[src/design/pci_bridge_config_header_bars_regs.vh]
// Offsets, field layouts and fixed values of the bridge configuration header block
`ifndef PCI_BRIDGE_CONFIG_HEADER_BARS_REGS_VH
`define PCI_BRIDGE_CONFIG_HEADER_BARS_REGS_VH

// Configuration dword byte offsets
`define CFG_OFF_CLASS_WORD 8'h08
`define CFG_OFF_HEADER_TYPE_WORD 8'h0C
`define CFG_OFF_IO_BASE_WINDOW 8'h10
`define CFG_OFF_MEM_BASE_WINDOW 8'h14

// Fixed identification values
`define CLASS_BASE_BRIDGE 8'h06
`define CLASS_SUB_HOST_BRIDGE 8'h00
`define CLASS_PROG_IF_UNUSED 8'h00
`define HEADER_TYPE_SINGLE_FUNC 8'h00
`define HEADER_TYPE_WORD_VALUE 32'h0000_0000

// I/O window: bit 0 space indicator, bit 1 reserved bit
`define IO_SPACE_BIT 0
`define IO_RESERVED_BIT 1
`define IO_LOW_FLAGS 32'h0000_0001
`define IO_BASE_LSB 8

// Memory window: bit 0 space, bits 2:1 memory type bits, bit 3 prefetch
`define MEM_SPACE_BIT 0
`define MEM_TYPE_LSB 1
`define MEM_PREFETCH_BIT 3
`define MEM_LOW_FLAGS 32'h0000_0000
`define MEM_BASE_LSB 18

// Reset value of both writable base fields
`define BASE_WINDOW_RESET 32'h0000_0000

// Read value of an unmapped configuration offset
`define CFG_UNMAPPED_VALUE 32'h0000_0000

`endif

[src/design/pci_bridge_config_header_bars.v]
// Configuration header identification words and the two controller decode windows
//
// What this block does
// [RQ1] Class code reads fixed as bridge, host bridge, unused programming interface.
// [RQ2] Dword at 0x0C reads fixed zero header type, single function.
// [RQ3] I/O window bit 0 always reads one; writes to it ignored.
// [RQ4] I/O window reserved bit beside the space bit always reads zero.
// [RQ5] I/O window base field sets the controller's PCI I/O address.
// [RQ6] No PCI I/O decode for the controller while the I/O base is zero.
// [RQ7] Memory window bit 0 always reads zero, marking memory space.
// [RQ8] Memory type bits read zero: place anywhere in 32-bit space.
// [RQ9] Prefetch bit reads zero: controller registers are not prefetchable.
// [RQ10] Memory window base field sets the controller's PCI memory address.
// [RQ11] No PCI memory decode for the controller while the memory base is zero.
// [RQ12] Base bits below window size read zero so software can size windows.
`timescale 1ns/1ps
`include "pci_bridge_config_header_bars_regs.vh"

module pci_bridge_config_header_bars #(
  parameter [7:0] REVISION_ID = 8'h00
) (
  input wire clk_sys,
  input wire arst_n,
  input wire clkEn,
  input wire cfgRead,
  input wire cfgWrite,
  input wire [7:0] cfgAddr,
  input wire [3:0] cfgByteEn,
  input wire [31:0] cfgWrData,
  output reg [31:0] cfgRdData_q,
  output reg cfgAck_q,
  input wire pciIoReq,
  input wire pciMemReq,
  input wire [31:0] pciAddr,
  output wire ioHit_q,
  output wire [`IO_BASE_LSB-1:0] ioOffset_q,
  output wire memHit_q,
  output wire [`MEM_BASE_LSB-1:0] memOffset_q,
  output reg ioDecodeOn_q,
  output reg memDecodeOn_q
);

  // REVISION_ID is an arbitrary neutral value; the revision field is owned elsewhere

  wire [7:0] wordAddr;
  wire cfgAccess;
  wire cfgWriteOnly;
  wire ioWinWr;
  wire memWinWr;
  wire [31:`IO_BASE_LSB] ioBase;
  wire [31:`MEM_BASE_LSB] memBase;
  wire [31:0] ioWinRaw;
  wire [31:0] memWinRaw;
  wire ioWinOn;
  wire memWinOn;
  wire [23:0] classCode;
  reg [31:0] ioWinRead;
  reg [31:0] memWinRead;
  reg [31:0] rdData_d;

  // Byte offset of the addressed dword; the two low address bits never select
  assign wordAddr = {cfgAddr[7:2], 2'b00};

  // A request in the same cycle as a read is treated as the read alone
  assign cfgAccess = cfgRead | cfgWrite;
  assign cfgWriteOnly = cfgWrite & ~cfgRead;

  // [RQ5] I/O base write
  assign ioWinWr = cfgWriteOnly && (wordAddr == `CFG_OFF_IO_BASE_WINDOW);

  // [RQ10] Memory base write
  assign memWinWr = cfgWriteOnly && (wordAddr == `CFG_OFF_MEM_BASE_WINDOW);

  // [RQ1] Fixed class code
  assign classCode = {`CLASS_BASE_BRIDGE, `CLASS_SUB_HOST_BRIDGE, `CLASS_PROG_IF_UNUSED};

  // I/O space window register, base field above the window size only
  cfg_base_window #(
    .BASE_LSB(`IO_BASE_LSB),
    .LOW_FLAGS(`IO_LOW_FLAGS)
  ) u_io_window (
    .clk_sys(clk_sys),
    .arst_n(arst_n),
    .clkEn(clkEn),
    .wrEn(ioWinWr),
    .byteEn(cfgByteEn),
    .wrData(cfgWrData),
    .base_q(ioBase),
    .readValue(ioWinRaw),
    .decodeOn(ioWinOn)
  );

  // Memory space window register
  cfg_base_window #(
    .BASE_LSB(`MEM_BASE_LSB),
    .LOW_FLAGS(`MEM_LOW_FLAGS)
  ) u_mem_window (
    .clk_sys(clk_sys),
    .arst_n(arst_n),
    .clkEn(clkEn),
    .wrEn(memWinWr),
    .byteEn(cfgByteEn),
    .wrData(cfgWrData),
    .base_q(memBase),
    .readValue(memWinRaw),
    .decodeOn(memWinOn)
  );

  // Read view of the I/O window; the flag bits are forced here again so a
  // change of LOW_FLAGS or BASE_LSB cannot make them writable by accident
  always @* begin
    ioWinRead = ioWinRaw;
    // [RQ3] Space bit one
    ioWinRead[`IO_SPACE_BIT] = 1'b1;
    // [RQ4] Reserved bit zero
    ioWinRead[`IO_RESERVED_BIT] = 1'b0;
  end

  // Read view of the memory window
  always @* begin
    memWinRead = memWinRaw;
    // [RQ7] Space bit zero
    memWinRead[`MEM_SPACE_BIT] = 1'b0;
    // [RQ8] Type bits zero
    memWinRead[`MEM_TYPE_LSB + 1] = 1'b0;
    memWinRead[`MEM_TYPE_LSB] = 1'b0;
    // [RQ9] Prefetch bit zero
    memWinRead[`MEM_PREFETCH_BIT] = 1'b0;
  end

  // Configuration read multiplexer; unmapped dwords read as zero
  always @* begin
    rdData_d = `CFG_UNMAPPED_VALUE;
    case (wordAddr)
      `CFG_OFF_CLASS_WORD: begin
        // [RQ1] Class code read
        rdData_d = {classCode, REVISION_ID};
      end
      `CFG_OFF_HEADER_TYPE_WORD: begin
        // [RQ2] Header type read
        rdData_d = `HEADER_TYPE_WORD_VALUE;
      end
      `CFG_OFF_IO_BASE_WINDOW: begin
        // [RQ12] Sizing read-back
        rdData_d = ioWinRead;
      end
      `CFG_OFF_MEM_BASE_WINDOW: begin
        // [RQ12] Sizing read-back
        rdData_d = memWinRead;
      end
      default: begin
        rdData_d = `CFG_UNMAPPED_VALUE;
      end
    endcase
  end

  // Every request taken while clkEn is high is answered one cycle later; read data hold until the next read,
  // so a slow master may sample them late without a second request
  always @(posedge clk_sys or negedge arst_n) begin
    if (!arst_n) begin
      cfgRdData_q <= 32'h0000_0000;
      cfgAck_q <= 1'b0;
    end else if (clkEn) begin
      cfgAck_q <= cfgAccess;
      if (cfgRead) begin
        cfgRdData_q <= rdData_d;
      end
    end
  end

  // Decoder enables shown as levels; they follow a base write by one cycle
  always @(posedge clk_sys or negedge arst_n) begin
    if (!arst_n) begin
      ioDecodeOn_q <= 1'b0;
      memDecodeOn_q <= 1'b0;
    end else if (clkEn) begin
      ioDecodeOn_q <= ioWinOn;
      memDecodeOn_q <= memWinOn;
    end
  end

  // [RQ6] I/O decode gate
  window_hit_check #(
    .BASE_LSB(`IO_BASE_LSB)
  ) u_io_hit (
    .clk_sys(clk_sys),
    .arst_n(arst_n),
    .clkEn(clkEn),
    .reqValid(pciIoReq),
    .reqAddr(pciAddr),
    .base(ioBase),
    .decodeOn(ioWinOn),
    .hit_q(ioHit_q),
    .offset_q(ioOffset_q)
  );

  // [RQ11] Memory decode gate
  window_hit_check #(
    .BASE_LSB(`MEM_BASE_LSB)
  ) u_mem_hit (
    .clk_sys(clk_sys),
    .arst_n(arst_n),
    .clkEn(clkEn),
    .reqValid(pciMemReq),
    .reqAddr(pciAddr),
    .base(memBase),
    .decodeOn(memWinOn),
    .hit_q(memHit_q),
    .offset_q(memOffset_q)
  );

endmodule // pci_bridge_config_header_bars

[src/design/cfg_base_window.v]
// One base address window register: writable base field over hard-wired low bits
`timescale 1ns/1ps
`include "pci_bridge_config_header_bars_regs.vh"

module cfg_base_window #(
  parameter BASE_LSB = 8,
  parameter [31:0] LOW_FLAGS = 32'h0000_0000
) (
  input wire clk_sys,
  input wire arst_n,
  input wire clkEn,
  input wire wrEn,
  input wire [3:0] byteEn,
  input wire [31:0] wrData,
  output reg [31:BASE_LSB] base_q,
  output wire [31:0] readValue,
  output wire decodeOn
);

  // Full reset word kept at 32 bits so the base field takes an explicit slice of it
  localparam [31:0] RESET_WORD = `BASE_WINDOW_RESET;

  reg [31:BASE_LSB] base_d;
  integer i;

  // Byte lanes merge into the base field; bits below BASE_LSB are never stored
  always @* begin
    base_d = base_q;
    if (wrEn) begin
      for (i = BASE_LSB; i < 32; i = i + 1) begin
        if (byteEn[i / 8]) begin
          base_d[i] = wrData[i];
        end
      end
    end
  end

  // Base field register, frozen while the clock enable is low
  always @(posedge clk_sys or negedge arst_n) begin
    if (!arst_n) begin
      base_q <= RESET_WORD[31:BASE_LSB];
    end else if (clkEn) begin
      base_q <= base_d;
    end
  end

  // Low bits read as the fixed flags, so all ones written back reveals the size
  assign readValue = {base_q, LOW_FLAGS[BASE_LSB-1:0]};

  // A zero base turns the decoder off
  assign decodeOn = |base_q;

endmodule // cfg_base_window

[src/design/window_hit_check.v]
// Registered address compare of one decode window against its base field
`timescale 1ns/1ps

module window_hit_check #(
  parameter BASE_LSB = 8
) (
  input wire clk_sys,
  input wire arst_n,
  input wire clkEn,
  input wire reqValid,
  input wire [31:0] reqAddr,
  input wire [31:BASE_LSB] base,
  input wire decodeOn,
  output reg hit_q,
  output reg [BASE_LSB-1:0] offset_q
);

  wire match;

  // A disabled window never matches, even for an address in the zero page
  assign match = reqValid && decodeOn && (reqAddr[31:BASE_LSB] == base);

  // Hit repeats the match of the last cycle with clkEn high; offset holds until the next hit
  always @(posedge clk_sys or negedge arst_n) begin
    if (!arst_n) begin
      hit_q <= 1'b0;
      offset_q <= {BASE_LSB{1'b0}};
    end else if (clkEn) begin
      hit_q <= match;
      if (match) begin
        offset_q <= reqAddr[BASE_LSB-1:0];
      end
    end
  end

endmodule // window_hit_check

[config.mk]
export PLATFORM = sky130hd
export DESIGN_NAME = pci_bridge_config_header_bars
export DESIGN_NICKNAME = d
export VERILOG_FILES = /design/src/design/pci_bridge_config_header_bars.v /design/src/design/cfg_base_window.v /design/src/design/window_hit_check.v
export VERILOG_INCLUDE_DIRS = /design/src /design/src/design
export SDC_FILE = /design/constraint.sdc
export NUM_CORES = 1
export LEC_CHECK = 0
export ABC_AREA = 1
export BUFFER_PORTS_ARGS = -buffer_cell sky130_fd_sc_hd__buf_2
export CAP_MARGIN = 10
export CORE_MARGIN = 2
export CORE_UTILIZATION = 55
export CTS_CLUSTER_SIZE = 24
export DETAILED_ROUTE_END_ITERATION = 12
export PLACE_DENSITY = 0.95
export SYNTH_ARGS = -nofsm -noshare
export SYNTH_HDL_FRONTEND = slang
export SYNTH_SLANG_ARGS = --single-unit
export TNS_END_PERCENT = 50
[constraint.sdc]
create_clock -name clk_sys -period 4 [get_ports clk_sys]
set_input_delay 0.4 -clock clk_sys [delete_from_list [all_inputs] [get_ports clk_sys]]
set_output_delay 0.4 -clock clk_sys [all_outputs]
set_load 0.01 [all_outputs]
Yosys cells after proc, flatten, opt, wreduce, memory -nomap -nowiden
Index checks and enable logic that the tools add are counted.

word-level totals
  register bits = 101
  input bits = 83
  word-level logic and storage cells = 38

cells by class
  multiplexer cells = 1
  equal/unequal tests = 5
  bitwise gates (word level) = 3
  reductions and logical operators = 16

operator list
  cell                                                                   number
  32-bit case mux with 3 select lines                                    1
  24-bit equality test                                                   1
  24-bit OR reduction                                                    1
  3-bit AND reduction                                                    5
  14-bit equality test                                                   1
  14-bit OR reduction                                                    1
  6-bit by 3-bit equality test with 1-bit output, second input constant  2
  6-bit by 2-bit equality test with 1-bit output, second input constant  1
  1-bit logical AND                                                      6
  2-bit AND reduction                                                    3
  1-bit AND                                                              1
  1-bit inverter                                                         1
  1-bit bitwise OR                                                       1

Longest topological paths before layout
Gate-level depths: netlist of the first run.

  depth in word-level cells = 4
  gate-level depth with buffers = 11
  mapped depth without buffers = 11

Modules after synthesis
A second synthesis of the first run with hierarchy kept.

unflattened totals
  cell total of the unflattened synthesis = 799
  area total of the unflattened synthesis = 6018.3 sq um

by module, submodules not included
  module                          area an instance (sq um)  instances  cells each  sequential area each (sq um)
  pci_bridge_config_header_bars   1830.5                    1          255         850.8
  cfg_base_window (u_io_window)   1401.3                    1          158         600.6
  window_hit_check (u_mem_hit)    1058.5                    1          156         475.5
  cfg_base_window (u_mem_window)  928.4                     1          106         350.3
  window_hit_check (u_io_hit)     799.5                     1          124         225.2

Worst setup path before layout of the first run
No wires, ideal clock.

  path kind = input to register
  start = in cfgAddr[7]
  end = reg u_io_window.base_q[10] (netlist name)
  data required time = 3872 ps
  arrival time = 1348 ps
  buffers on the path = 1
  cell stages on the path = 6
  setup slack = 2525 ps
  path through = nor2_1 -> nand3_1 -> nor2_1 -> buf_4 -> nand3_4 -> mux2_1

between the ends
  cells in the longest elaborated chain, start to end = 3

ends and longest elaborated chain
  item                                            RTL line                            RTL
  start: declaration                              pci_bridge_config_header_bars.v:27  input wire [7:0] cfgAddr,
  6-bit by 3-bit equality test with 1-bit output  n/a
  1-bit logical AND                               pci_bridge_config_header_bars.v:69  assign ioWinWr = cfgWriteOnly && (wordAddr == `CFG_OFF_IO_BASE_WINDOW);
  3-bit AND reduction (no source line)            n/a
  end signal: assignment                          cfg_base_window.v:41                base_q <= RESET_WORD[31:BASE_LSB];
  end signal: assignment                          cfg_base_window.v:43                base_q <= base_d;
  end: declaration                                cfg_base_window.v:15                output reg [31:BASE_LSB] base_q,

Every way passes these cells.
A chain may end at the register's enable or synchronous reset.

Final worst setup path of the first run
  start = reg u_mem_window.base_q[27] (netlist name)
  end = reg u_mem_hit.offset_q[6]

between the ends
  cells in the longest elaborated chain, start to end = 4

ends and longest elaborated chain
  item                                    RTL line               RTL
  start: declaration                      cfg_base_window.v:15
  start signal: assignment                cfg_base_window.v:41
  start signal: assignment                cfg_base_window.v:43
  14-bit OR reduction                     cfg_base_window.v:51   assign decodeOn = |base_q;
  1-bit logical AND                       window_hit_check.v:21  assign match = reqValid && decodeOn && (reqAddr[31:BASE_LSB] == base);
  1-bit logical AND *                     window_hit_check.v:21
  2-bit AND reduction (no source line) *  n/a
  end signal: assignment                  window_hit_check.v:27  offset_q <= {BASE_LSB{1'b0}};
  end signal: assignment                  window_hit_check.v:31  offset_q <= reqAddr[BASE_LSB-1:0];
  end: declaration                        window_hit_check.v:15  output reg [BASE_LSB-1:0] offset_q

Every way passes the cells marked *; elsewhere a longest branch is shown, timed or not.

==> out/metrics.cfg, run 1 <==
[outcome]
status=finished clean

[yosys]
synth_largest_area_cell=dfrtp_1
async_reset_ff_frac=1.00
ys_seq_area_frac=0.503
synth_seq_cells=94
yosys-top-cells-count=nand2_1, dfrtp_1, inv_1
yosysWarnings=0
ys_top_cells_by_area=dfrtp_1, nand2_1, inv_1, o21ai_1, nor2_1
ys.flop_type=dfrtp_1
netlist.area_leader.share=0.503
yosysUniqueCellTypes=32
synth.avg_cell_area_um2=8.06
syn_area_mm2=0.00468
syn_inst=580
synth-edff-count=0
post-synth-top-count-cell=nand2_1

[die]
io_pins=146
dieArea_mm2=0.00926
start_util=0.569
dieHeight_um=96.2
coreArea_mm2=0.00822
die_w_um=96.2
rows=33

[grt]
grt_usage=0.286
grt_overflow_total=0
grt_pass1_vias=4239
grt_pass1_wl_um=20100
antenna_found_initial=0
grt_max_degree=64

[placed_design]
place_ws_ps=1630
place.detailed.hpwl_um=9570
portBuffers=127
place.gp.congestion=1.00

[timing]
worst_slew_pin_slew_ps=928
finalHoldViolCount=0
rsz0062_at_grt=no
fmax_mhz=481
fin_tns_setup_ps=0
finalSetupViolCount=0
setup_slack_ps=1920
fin_hold_ws_ps=98.2
slew_violations=0
period_needed_ps=2080
fin_worst_skew_ps=12.6
relSlewSlack=0.381
period_share=0.519

[finish]
syn_to_final_growth_pct=18.9
seqCellArea_mm2=0.00235
final_nets=787
utilization=0.677
antenna_cells=0
multiInputGateArea_mm2=0.00196
nFillCells=668
drive_gt1_frac=0.223

[cts]
cts.sinks=94
cts.clk_slew.worst_paths_ps=90
cts_hold_buf=0
cts_setup_buffers=0
ctsResizeCount=0
numCtsBuffers=9
clkLatencyLatePin_ps=370
cts_max_level=3
clockBufferDepth=2
cts_tree=done
cts_root_buffer=clkbuf_8

[critical_path]
cp_common_cell=nand2_1
crit_chain=nor2_1 > nand2_1 > nor3_1 > a21oi_2 > nand3_4 > nand2_1 > nand2_1
end_kind=flip-flop
required_ps=4250
critical_path_class=flip-flop to flip-flop
cpPeakStageDelay_ps=740
worstPathArrival_ps=2330
critPathLaunchType=flip-flop
slowest_stage=a21oi_2
crit_path_max_fanout=20

[routing]
wire_per_inst_um=15.6
route.detailed.drc=0
drtIter0Drc=371
antenna_left=0
vias=4383
drt-vias-per-instance=5.39
firstDrtPassIters=5
routed_wl_um=12700

[power_and_ir_drop]
p_per_area_mw_per_mm2=338
p_leak_nw=3.14
max-vdd-ir-drop_mv=0.196
total_power_w=0.00188

[job]
cap_violations=0

[min_path]
hold_class=primary input to async pin

cell families after synthesis:
family,share of synthesized area
simple gates,0.279
flops,0.503
buf+inv,0.0819
compound gates,0.0832
xor+xnor,0.0281
mux,0.0241
other cells,0.000802
cells in the final DEF (no fill, tap or decap):
master	synthesis	final
o22ai_1	3	3
xnor2_1	14	14
inv_1	59	59
o21ai_1	37	37
a22oi_1	12	12
nand2_1	207	207
a21boi_2	1	1
nor2_8	1	1
a21boi_1	1	1
nor3_1	1	1
dfrtp_1	94	94
buf_2	6	126
xor2_1	1	1
o21ai_0	12	12
conb_1	1	7
nor2_2	2	2
nand3_2	1	1
a21o_1	1	1
buf_4	9	4
mux2_1	10	10
clkinv_1	1	1
bufinv_16	0	2
nor2_4	1	1
nor2_1	46	46
nand4_1	21	21
nand3_4	2	2
nor3b_2	1	1
clkbuf_8	0	10
clkinv_4	0	1
clkbuf_1	6	2
nand4_2	1	1
inv_2	4	4
a21oi_2	1	1
nand3_1	21	21
layout make-up:
cell class                      count  share of cell area
Clock inverter                      3              0.0124
Clock buffer                       12              0.0261
Tap cell                          105              0.0236
Multi-Input combinational cell    405               0.353
Inverter                           64              0.0432
Timing Repair Buffer              130               0.119
Sequential cell                    94               0.423
flip-flops by register name (all words and copies together) (netlist names):
register and flops:
u_mem_hit.hit_q 1, u_mem_window.base_q 14, u_mem_hit.offset_q 18, cfgRdData_q 25, u_io_hit.hit_q 1, u_io_hit.offset_q 8
cfgAck_q 1, ioDecodeOn_q 1, memDecodeOn_q 1, u_io_window.base_q 24
report_power, final:
part           switching, W  leakage [nW]  internal [W]
Combinational      0.000130          1.73     0.0000705
Clock              0.000328         0.107      0.000368
Sequential        0.0000193          1.30      0.000967
Total              0.000476          3.14       0.00141
critical path: cells and delay by family, from the launching register on:
family | cells | cell delay [ps]
DFF | 1 | 470
AOI/OAI and AO/OA | 1 | 740
and+or+nand+nor | 6 | 730
metal layers:
metal	global-route usage	part of all wire
met1	0.372	0.40
met2	0.466	0.49
met3	0.0548	0.080
met4	0.126	0.031
met5	0	0
path summary, 6_finish.rpt:
kind / startpoint / endpoint / slack [ps] / depth (start not counted)
worst min-delay path: arst_n / cfgRdData_q[31]$_DFFE_PN0P_ / 100 / 1
worst max-delay path: u_mem_window.base_q[27]$_DFFE_PN0P_ / u_mem_hit.offset_q[6]$_DFFE_PN0P_ / 1920 / 7
max in group asynchronous: arst_n / u_io_window.base_q[20]$_DFFE_PN0P_ / 2960 / 2
worst min register to register: u_mem_hit.offset_q[4]$_DFFE_PN0P_ / u_mem_hit.offset_q[4]$_DFFE_PN0P_ / 470 / 2
worst max register to register: u_mem_window.base_q[27]$_DFFE_PN0P_ / u_mem_hit.offset_q[6]$_DFFE_PN0P_ / 1920 / 7
min in group clk_sys: cfgWrData[16] / u_io_window.base_q[16]$_DFFE_PN0P_ / 250 / 2
per-stage QoR:
step                std cells  cell area, um^2
floorplan                 586             4700
global placement          798             5350
detailed placement        798             5350
CTS                       813             5560
global route              813             5560
finish                    813             5560
(Power assumes the default switching activity.)
==> run 2, diff against run 1 <==
--- a/config.mk
+++ b/config.mk
@@ -10,10 +10,10 @@
 export BUFFER_PORTS_ARGS = -buffer_cell sky130_fd_sc_hd__buf_2
 export CAP_MARGIN = 10
 export CORE_MARGIN = 2
-export CORE_UTILIZATION = 55
+export CORE_UTILIZATION = 46
 export CTS_CLUSTER_SIZE = 24
 export DETAILED_ROUTE_END_ITERATION = 12
-export PLACE_DENSITY = 0.95
+export PLACE_DENSITY = 0.86
 export SYNTH_ARGS = -nofsm -noshare
 export SYNTH_HDL_FRONTEND = slang
 export SYNTH_SLANG_ARGS = --single-unit
==> constraint.sdc (replaced) <==
create_clock -name clk_sys -period 1.8 [get_ports clk_sys]
set_input_delay 0.18 -clock clk_sys [delete_from_list [all_inputs] [get_ports clk_sys]]
set_output_delay 0.18 -clock clk_sys [all_outputs]
set_load 0.01 [all_outputs]
==> run 2 against run 1 <==
  * Setup slack worse by 1700 ps
  * Sequential power increased by 120%
  * Combinational power is 130% higher
  * Die area is 19% higher
  * Global-route usage fell by 5.6 points
  * Maximum frequency grew 30%
  * Clock-buffer cell count fell by 2
  * Critical endpoint is now u_io_hit.offset_q[6]$_DFFE_PN0P_
  * Largest cell class unchanged
  * Largest power group unchanged
==> out/metrics.cfg, run 2 (same netlist as run 1, synthesis figures left out) <==
[outcome]
status=finished clean

[timing]
worst_slew_pin_slew_ps=517  ; -411 ps
finalHoldViolCount=0  ; unchanged
finalSetupViolCount=0  ; unchanged
slew_violations=0  ; unchanged
period_needed_ps=1600  ; -480 ps
fin_tns_setup_ps=0  ; unchanged
fmax_mhz=626  ; +30%
period_share=0.887  ; +0.368
fin_worst_skew_ps=15.9  ; +3.28 ps
relSlewSlack=0.655  ; +0.273
rsz0062_at_grt=no

[power_and_ir_drop]
max-vdd-ir-drop_mv=0.615  ; +210%
p_leak_nw=3.22  ; +2.4%
p_per_area_mw_per_mm2=761  ; +130%
total_power_w=0.00438  ; +130%
pwr-share-seq=0.500  ; -0.024
clkPwrFrac=0.395  ; +0.025
swShare=0.249  ; -0.00465
intPower_w=0.00329  ; +130%
p_comb_frac=0.105  ; about the same
p_switching_w=0.00109  ; +130%

[grt]
grt_usage=0.230  ; -0.0557
grt_pass1_wl_um=19900  ; -1.0%
antenna_found_initial=1  ; +1
grt_max_degree=52  ; -19%
grt_overflow_total=0  ; unchanged
grt_pass1_vias=4009  ; -5.4%

[routing]
drtIter0Drc=256  ; -31%
wire_per_inst_um=14.6  ; -6.5%
vias=4290  ; -2.1%
routed_wl_um=12400  ; -2.0%
firstDrtPassIters=5  ; unchanged
drt-vias-per-instance=5.04  ; -6.6%
route.detailed.drc=0  ; unchanged
antenna_left=0  ; unchanged

[finish]
finalInstanceArea_mm2=0.00575  ; +3.3%
final_cell_mix=nand2_1, buf_2, dfrtp_1, inv_1, nor2_1
antenna_cells=0  ; unchanged
syn_to_final_growth_pct=22.9
reg_top3=cfgRdData_q (25), u_io_window.base_q (24), u_mem_hit.offset_q (18)
final_common_cell=nand2_1
drive_gt1_frac=0.236  ; +0.0133
largest_register=cfgRdData_q
largest_reg_flops=25  ; unchanged
final_nets=797  ; +1.3%

[cts]
cts.sinks=94  ; unchanged
cts_root_buffer=clkbuf_8
numCtsBuffers=9  ; unchanged
cts_max_level=3  ; unchanged
cts.clk_slew.worst_paths_ps=90  ; about the same
clockBufferDepth=2  ; unchanged
cts_tree=done
clkLatencyLatePin_ps=380  ; about the same

[die]
start_util=0.476  ; -0.0929
dieHeight_um=105  ; +9.0%
dieArea_mm2=0.0110  ; +19%
coreArea_mm2=0.00982  ; +20%
io_pins=146  ; unchanged
rows=36  ; +9.1%
die_w_um=105  ; +9.0%

[placed_design]
postPlaceCellArea_mm2=0.00547  ; +2.2%
portBuffers=127  ; unchanged
place.detailed.hpwl_um=9560  ; -0.11%
place.gp.congestion=0.943  ; -6.1%

[critical_path]
critical_path_class=flip-flop to flip-flop
cpPeakStageDelay_ps=420  ; -320 ps
required_ps=2110  ; -2140 ps
crit_chain=inv_1 > a21boi_1 > nand2_1 > nor2_1 > nand3_1 > nor2_2 > nand3_1 > nand2_1
crit_path_max_fanout=8  ; -60%
end_kind=flip-flop
slowest_stage=dfrtp_1
critPathLaunchType=flip-flop
worstPathArrival_ps=1910  ; -420 ps

[job]
cap_violations=0  ; unchanged

[min_path]
hold_class=primary input to flip-flop

[run 2: changes by cell type in the layout (fill, tap and decap cells not counted), sizes merged]
cell,change
dlygate4sd3,+2
bufinv,+1
clkinv,+1
inv,+1
clkbuf,-2
buf,+8
[run 2: power groups by stage]
stage | registers (W) | logic (W) | clock network, W
after floorplan | 0.00223 | 0.000233 | 0
after global placement | 0.00223 | 0.000444 | 0
after detailed placement | 0.00223 | 0.000454 | 0
after CTS | 0.00219 | 0.000459 | 0.00175
after global routing | 0.00219 | 0.000512 | 0.00184
final | 0.00219 | 0.000460 | 0.00173
[run 2: repair_timing]
item / CTS / global route
hold endpoints to repair: 21 / 0
hold buffers: 2 / 0
setup buffers: 0 / 0
resized for setup: 0 / 1
endpoints found under the setup margin: 0 / 8
[run 2: per-stage QoR]
stage / worst slack (ps) / hold WS [ps] / cells / utilization
final: 203 / 21.8 / 852 / 0.585
after CTS: 163 / 7.67 / 852 / 0.585
after detailed placement: 145 / 82.6 / 834 / 0.557
after global routing: 32.8 / 10.5 / 852 / 0.585
after floorplan: 380 / -116 / 586 / -
after global placement: 224 / 83.4 / 834 / 0.557
[run 2: final cells by class]
type                    instances  area, um^2
fillers                       925        4070
clock buffers                  10         138
flip-flops and latches         94        2350
multi-input cells             405        1970
repair buffers                140         766
well taps                     133         166
inverters                      64         240
clock inverters                 6         116
[run 2: metal layers]
metal | GRT usage | up-vias | routed length, um
met2 | 0.372 | 169 | 5960
met5 | 0 | - | 0
met3 | 0.0399 | 25 | 888
met4 | 0.0981 | 0 | 317
met1 | 0.307 | 1999 | 5250
li1 | - | 2097 | -
[run 2: path summary, 6_finish.rpt]
| check | slack (ps) | end | cells past startpoint | start |
|---|---|---|---|---|
| worst max register to register | 200 | u_io_hit.offset_q[6]$_DFFE_PN0P_ | 8 | u_io_window.base_q[22]$_DFFE_PN0P_ |
| worst min register to register | 470 | u_mem_hit.offset_q[8]$_DFFE_PN0P_ | 2 | u_mem_hit.offset_q[8]$_DFFE_PN0P_ |
| min in group asynchronous | 220 | u_mem_hit.offset_q[10]$_DFFE_PN0P_ | 2 | arst_n |
| worst max-delay path | 200 | u_io_hit.offset_q[6]$_DFFE_PN0P_ | 8 | u_io_window.base_q[22]$_DFFE_PN0P_ |
| worst min-delay path | 20 | u_io_window.base_q[16]$_DFFE_PN0P_ | 2 | cfgWrData[16] |
| max in group asynchronous | 980 | cfgRdData_q[16]$_DFFE_PN0P_ | 3 | arst_n |
[run 2: critical path, delay by kind of cell (launching register included)]
kind,cells,cell delay [ps]
buffers and inverters,1,70
and+or+nand+nor,6,850
DFF,1,420
AOI/OAI and AO/OA,1,190
